===== src/ndb_defs.vh =====
// Constants for the nibble data buffer transfer block
`ifndef NDB_DEFS_VH
`define NDB_DEFS_VH
`define NDB_ADDR_NIB_HIGH      4'hC
`define NDB_ADDR_NIB_UMID      4'hD
`define NDB_ADDR_NIB_LMID      4'hE
`define NDB_ADDR_NIB_LOW       4'hF
`define NDB_PADDR_SERIAL       7'h01
`define NDB_PADDR_TMR0_MODE    7'h02
`define NDB_PADDR_TMR1_MODE    7'h03
`define NDB_PADDR_CONV_RESULT  7'h04
`define NDB_PADDR_TABLE_PTR    7'h40
`define NDB_PADDR_TMR_COUNT    7'h45
`define NDB_TPTR_WIDTH         11
`define NDB_BUF_RESET          16'h0000
`define NDB_TPTR_RESET         11'h000
`define NDB_BYTE_RESET         8'h00
`define NDB_OP_NONE            2'h0
`define NDB_OP_GET             2'h1
`define NDB_OP_PUT             2'h2
`define NDB_OP_TABLE_READ_INSTR            2'h3
`endif


===== src/ndb_xfer.v =====
// Nibble data buffer with peripheral and table transfer logic
`timescale 1ns/10ps
`include "ndb_defs.vh"

// Summary of operation
// - Buffer is four nibbles at data addresses 0CH to 0FH in bank zero.
// - Buffer bit 0 is bit 0 of 0FH; bit 15 is bit 3 of 0CH.
// - Data memory instructions read and write buffer nibbles directly.
// - Peripheral read copies the addressed peripheral's data into the buffer.
// - Peripheral write delivers buffer contents to the addressed peripheral.
// - Reading a write-only peripheral loads an undefined value.
// - Writing a read-only peripheral changes nothing, like a no-operation.
// - 01H serial, 02H/03H timer modes write only, 04H converter result.
// - 40H is the table pointer, 16-bit read and write, 10 or 11 bits.
// - 45H is the timer count pair, 16-bit read only; writes ignored.
// - Peripheral reads and writes take one cycle whatever their width.
// - Writes to 8-bit peripherals use only the low buffer byte.
// - Reads from 8-bit peripherals leave the upper two nibbles unchanged.
// - Table read loads the program word at the table pointer into the buffer.
module ndb_xfer #(
	parameter TPTR_BITS = `NDB_TPTR_WIDTH
) (
	input  wire                     sys_clk,
	input  wire                     nrst,
	input  wire                     dm_wr,
	input  wire [3:0]               dm_addr,
	input  wire                     dm_bank_zero,
	input  wire [3:0]               dm_wdata,
	input  wire [1:0]               op,
	input  wire [6:0]               periph_addr,
	input  wire [7:0]               serial_shift_rdata,
	input  wire [7:0]               converter_result_rdata,
	input  wire [15:0]              timer_count_pair,
	input  wire [15:0]              rom_rdata,
	output reg  [3:0]               dm_rdata,
	output reg                      dm_hit,
	output reg  [15:0]              transfer_buffer,
	output reg  [TPTR_BITS-1:0]     table_pointer_register,
	output reg  [7:0]               first_timer_mode_register,
	output reg  [7:0]               second_timer_mode_register,
	output reg  [7:0]               serial_shift_wdata,
	output reg                      serial_shift_wr,
	output reg  [7:0]               converter_result_wdata,
	output reg                      converter_result_wr,
	output reg  [TPTR_BITS-1:0]     rom_addr,
	output reg                      xfer_done
);

	reg [15:0] buf_d;
	reg [3:0]  rd_nib;
	reg        hit;

	// Nibble index 0 is the least significant one at 0FH
	function [1:0] nib_idx;
		input [3:0] a;
		begin
			nib_idx = 2'h3 - a[1:0];
		end
	endfunction

	function is_buf_addr;
		input [3:0] a;
		input       memory_bank_zero;
		begin
			is_buf_addr = memory_bank_zero && (a[3:2] == `NDB_ADDR_NIB_HIGH >> 2);
		end
	endfunction

	always @* begin
		hit = is_buf_addr(dm_addr, dm_bank_zero);
		case (nib_idx(dm_addr))
			2'h0: rd_nib = transfer_buffer[3:0];
			2'h1: rd_nib = transfer_buffer[7:4];
			2'h2: rd_nib = transfer_buffer[11:8];
			default: rd_nib = transfer_buffer[15:12];
		endcase
	end

	always @* begin
		buf_d = transfer_buffer;
		if (dm_wr && hit) begin
			case (nib_idx(dm_addr))
				2'h0: buf_d[3:0] = dm_wdata;
				2'h1: buf_d[7:4] = dm_wdata;
				2'h2: buf_d[11:8] = dm_wdata;
				default: buf_d[15:12] = dm_wdata;
			endcase
		end
		case (op)
			`NDB_OP_GET: begin
				case (periph_addr)
					`NDB_PADDR_SERIAL: buf_d[7:0] = serial_shift_rdata;
					`NDB_PADDR_CONV_RESULT: buf_d[7:0] = converter_result_rdata;
					// Undefined read: return zeros in the low byte
					`NDB_PADDR_TMR0_MODE: buf_d[7:0] = `NDB_BYTE_RESET;
					`NDB_PADDR_TMR1_MODE: buf_d[7:0] = `NDB_BYTE_RESET;
					`NDB_PADDR_TABLE_PTR: buf_d = {{(16-TPTR_BITS){1'b0}},
						table_pointer_register};
					`NDB_PADDR_TMR_COUNT: buf_d = timer_count_pair;
					// Unknown address: keep any nibble write of this cycle
					default: buf_d = buf_d;
				endcase
			end
			`NDB_OP_TABLE_READ_INSTR: buf_d = rom_rdata;
			default: buf_d = buf_d;
		endcase
	end

	always @(posedge sys_clk or negedge nrst) begin
		if (!nrst) begin
			transfer_buffer            <= `NDB_BUF_RESET;
			table_pointer_register     <= `NDB_TPTR_RESET;
			first_timer_mode_register  <= `NDB_BYTE_RESET;
			second_timer_mode_register <= `NDB_BYTE_RESET;
			serial_shift_wdata         <= `NDB_BYTE_RESET;
			serial_shift_wr            <= 1'b0;
			converter_result_wdata     <= `NDB_BYTE_RESET;
			converter_result_wr        <= 1'b0;
			rom_addr                   <= `NDB_TPTR_RESET;
			dm_rdata                   <= 4'h0;
			dm_hit                     <= 1'b0;
			xfer_done                  <= 1'b0;
		end else begin
			transfer_buffer     <= buf_d;
			dm_rdata            <= rd_nib;
			dm_hit              <= hit;
			serial_shift_wr     <= 1'b0;
			converter_result_wr <= 1'b0;
			// Every transfer completes in one cycle regardless of width
			xfer_done           <= (op != `NDB_OP_NONE);
			rom_addr            <= table_pointer_register;
			if (op == `NDB_OP_PUT) begin
				case (periph_addr)
					`NDB_PADDR_SERIAL: begin
						serial_shift_wdata <= transfer_buffer[7:0];
						serial_shift_wr    <= 1'b1;
					end
					`NDB_PADDR_TMR0_MODE: first_timer_mode_register <= transfer_buffer[7:0];
					`NDB_PADDR_TMR1_MODE: second_timer_mode_register <= transfer_buffer[7:0];
					`NDB_PADDR_CONV_RESULT: begin
						converter_result_wdata <= transfer_buffer[7:0];
						converter_result_wr    <= 1'b1;
					end
					`NDB_PADDR_TABLE_PTR:
						table_pointer_register <= transfer_buffer[TPTR_BITS-1:0];
					// Count pair and unknown addresses are read only: no state changes
					default: table_pointer_register <= table_pointer_register;
				endcase
			end
		end
	end

endmodule


===== config.mk =====
export PLATFORM = sky130hd
export DESIGN_NAME = ndb_xfer
export DESIGN_NICKNAME = d
export VERILOG_FILES = /design/src/ndb_xfer.v
export VERILOG_INCLUDE_DIRS = /design/src
export SDC_FILE = /design/constraint.sdc
export NUM_CORES = 1
export LEC_CHECK = 0
export ABC_AREA = 0
export BUFFER_PORTS_ARGS = -buffer_cell sky130_fd_sc_hd__buf_2
export CORE_MARGIN = 8
export CORE_UTILIZATION = 50
export CTS_BUF_LIST = sky130_fd_sc_hd__clkbuf_2 sky130_fd_sc_hd__clkbuf_4 sky130_fd_sc_hd__clkbuf_8
export DETAILED_ROUTE_END_ITERATION = 8
export PLACE_DENSITY = 0.89
export SYNTH_ARGS = -nofsm -noshare
export SYNTH_HDL_FRONTEND = slang
export SYNTH_SLANG_ARGS = --single-unit

===== constraint.sdc =====
create_clock -name sys_clk -period 1.3 [get_ports sys_clk]
set_input_delay 0.13 -clock sys_clk [delete_from_list [all_inputs] [get_ports sys_clk]]
set_output_delay 0.13 -clock sys_clk [all_outputs]
set_load 0.01 [all_outputs]

==> flow_summary_export.csv <==
group,metric,value,unit
synthesis,ys.warnings.count,0,
place,dp_hpwl,8.68,mm
run_status,status,"finished with violations",
floorplan,core_area,0.00679,sq mm
place,gp_congestion,0.963,
global_routing,met1_usage,28.5,%
synthesis,ys_types,39,
floorplan,start_util,51.8,%
cells_and_area,final_cells,563,
global_routing,grt_max_degree,79,
critical_path,critPathLaunch,"periph_addr[1]",
routing,drc,0,
global_routing,use_met2,38.4,%
clocking,clockRootBuffer,"clkbuf_8",
sta,worst_slew_pin_slew,0.561,ns
sta,hold_ws,-0.00607,ns
floorplan,io_pins,147,
routing,num_vias,3247,
synthesis,ys_seq_elements,78,
sta,finClkSkew,0.00954,ns
sta,slew_headroom,62.5,%
floorplan,die_y,99.9,um
cells_and_area,fin_area,0.00504,sq mm
critical_path,crit_family,"simple AND/OR/NAND/NOR gates",
synthesis,synth_fp_nets,337,
power_and_ir_drop,p_per_area,1150,mW/mm^2
clocking,clk_pin_slew,0.09,ns
sta,drv_slew,0,
place,placed_area,0.00470,sq mm
routing,drtAntennaViolNets,0,
global_routing,grt_pass1_wl,18.3,mm
critical_path,slowest_delay,0.35,ns
hold_path,worstHoldStart,"rom_rdata[10]",
sta,tns,0,ns
synthesis,yosys-top-cells-area,"dfrtp_1 55%, mux2_2 8.0%, a22o_1 4.0%, mux2_1 3.8%, mux2i_1 3.7%",
clocking,cts.sinks,78,
clocking,clock_path_buffers,2,
power_and_ir_drop,leakage,0.00277,uW
routing,routed_via_density,5.77,
global_routing,grt.overflow.total,0,
sta,fin_crit_sh,96.5,%
sta,period_minus_slack,1.26,ns
floorplan,dieArea,0.00999,sq mm
hold_path,hp-class,"in2reg",
critical_path,worst-path-stages,6,
hold_path,hold_depth,3,
synthesis,synth_top_area_cell,"dfrtp_1",
synthesis,synth_top_area_share,55.4,%
floorplan,rows,30,
sta,rsz0062_at_grt,"yes",
cells_and_area,fillers,454,
power_and_ir_drop,finalPower,5810,uW
sta,finalSetupViolCount,0,
synthesis,syn_area,0.00352,sq mm
cells_and_area,area_delta_synth_final,43.0,%
job,max_cap_viol_count,0,
critical_path,cp_slowest_cell,"nor4_4",
synthesis,ys_top_cells_by_count,"78 x dfrtp_1, 25 x mux2_2, 16 x a22o_1",
critical_path,r2r-start,"table_pointer_register[0]",
critical_path,timing.critical_path.required,1.55,ns
clocking,clock_latency,0.36,ns
synthesis,ys_seq_area_share,55.4,%
critical_path,path_cells,"buf_2 > nor4_4 > and2b_1 > and4_4 > buf_12 > mux2_1",
critical_path,cp_num_buf_inv,2,
place,dp.cells,538,
sta,clock.fmax,0.797,GHz
clocking,numCtsBuffers,9,
cells_and_area,antennaDiodeCount,0,
routing,wl_per_cell,20.7,um
clocking,htree_levels,3,
sta,hold_viol,1,
cells_and_area,layout-drive-gt1-share,55.2,%
cells_and_area,seq_area,0.00195,sq mm
power_and_ir_drop,irDropWorstVdd,841,uV
floorplan,die_x,99.9,um
place,numPortBuffers,146,
critical_path,rr_worst_depth,3,
run_status,violations,"hold timing",
global_routing,use_met3,8.03,%
global_routing,grt_use_total,23.7,%
routing,finalWirelength,11.6,mm
cells_and_area,multiInputGateArea,0.00152,sq mm
synthesis,synth_ff_type,"dfrtp_1",
critical_path,cp_max_fo,9,
global_routing,grt_pass1_vias,3444,
critical_path,worst_setup_path_start_kind,"input pin",
routing,drt_iter0_markers,165,
critical_path,worstPathArrival,1.50,ns
synthesis,synth_edf_count,0,
synthesis,avgSynthCellArea,13.1,sq um
synthesis,synthCells,268,
synthesis,synth_most_common_cell,"dfrtp_1",
clocking,cts_tree,"done",
routing,firstDrtPassIters,5,
global_routing,busiest_layer,"met2",
synthesis,async_flop_share,100,%
critical_path,path_class,"in2reg",
critical_path,end_kind,"flop",
global_routing,antenna_found_initial,0,
cells_and_area,nets,531,
==> worst register-to-register path, stage by stage, from the launching register on <==
cell,delay [ns]
dfrtp_1,0.42
a22o_1,0.23
a221oi_1,0.31
o22ai_1,0.13
==> layout make-up <==
class | instances | share of cell area (%)
clock buffer | 9 | 2.46
timing repair buffer | 198 | 23.7
clock inverter | 7 | 1.79
tap | 96 | 2.38
inverter | 10 | 0.745
multi-input combinational | 165 | 30.2
sequential | 78 | 38.7
==> cell families (layout without fill, tap and decap cells) <==
kind of cell | count (synthesis) | count (layout) | share of synthesized area, %
mux | 60 | 60 | 20.6
compound gates | 58 | 58 | 12.6
simple gates | 45 | 45 | 7.53
buf+inv | 25 | 224 | 3.27
flops | 78 | 78 | 55.4
xor+xnor | 2 | 2 | 0.497
==> repair_timing <==
item                                   4_1_cts  5_1_grt
endpoints found under the hold margin       85        0
setup buffers                                0        1
hold buffers                                 8        0
setup endpoints to repair                    0       28
resized for setup                            0        8
==> through the flow <==
stage	setup WS (ns)	utilization, %	hold WS [ns]
final	0.0450	74.1	-0.00607
after global routing	-0.0177	74.1	0.00236
after CTS	0.000357	73.5	0.00721
after detailed placement	-0.393	69.2	0.180
after global placement	-0.306	69.2	0.176
after floorplan	-0.144	-	-0.166
==> cell usage in the layout, fill, tap and decap left out, types with 3 or more instances in the layout <==
cell type / n
a221oi_1: 5
a221oi_2: 4
a22o_1: 16
a32oi_1: 3
buf_12: 4
buf_2: 145
buf_4: 41
clkbuf_8: 9
dfrtp_1: 78
dlygate4sd3_1: 8
inv_1: 10
mux2_1: 11
mux2_2: 25
mux2_4: 7
mux2i_1: 13
mux4_2: 4
nand2_1: 7
nand3_1: 9
nand3_2: 3
nand4_1: 4
nor2_1: 6
o21ai_0: 12
o221ai_1: 5
o22ai_1: 8
o2bb2ai_1: 3
==> sequential cells by signal, summed over array words and instances, names as in the netlist <==
register,flops
serial_shift_wdata,8
rom_addr,11
dm_hit,1
serial_shift_wr,1
converter_result_wr,1
table_pointer_register,11
first_timer_mode_register,8
dm_rdata,4
converter_result_wdata,8
xfer_done,1
second_timer_mode_register,8
transfer_buffer,16
==> power breakdown <==
group	internal, uW	total, uW	switching, uW
Combinational	537	1140	604
Sequential	2610	2730	119
Clock	929	1950	1020
Total	4070	5810	1740
==> worst paths after layout <==
path | end | slack (ns)
min | transfer_buffer[10] | -0.006
min reg2reg | rom_addr[6] | 0.44
max reg2reg | transfer_buffer[0] | 0.10
max in group asynchronous | table_pointer_register[3] | 0.65
min in group asynchronous | transfer_buffer[10] | 0.32
max | converter_result_wdata[5] | 0.04
==> layer usage <==
layer	up-vias	routed length [um]	share of wire, %
met2	186	5450	47
li1	1411	-	-
met3	27	1160	10
met5	-	0	0
met1	1623	4720	41
met4	0	311	2.7
(Power assumes the default switching activity.)
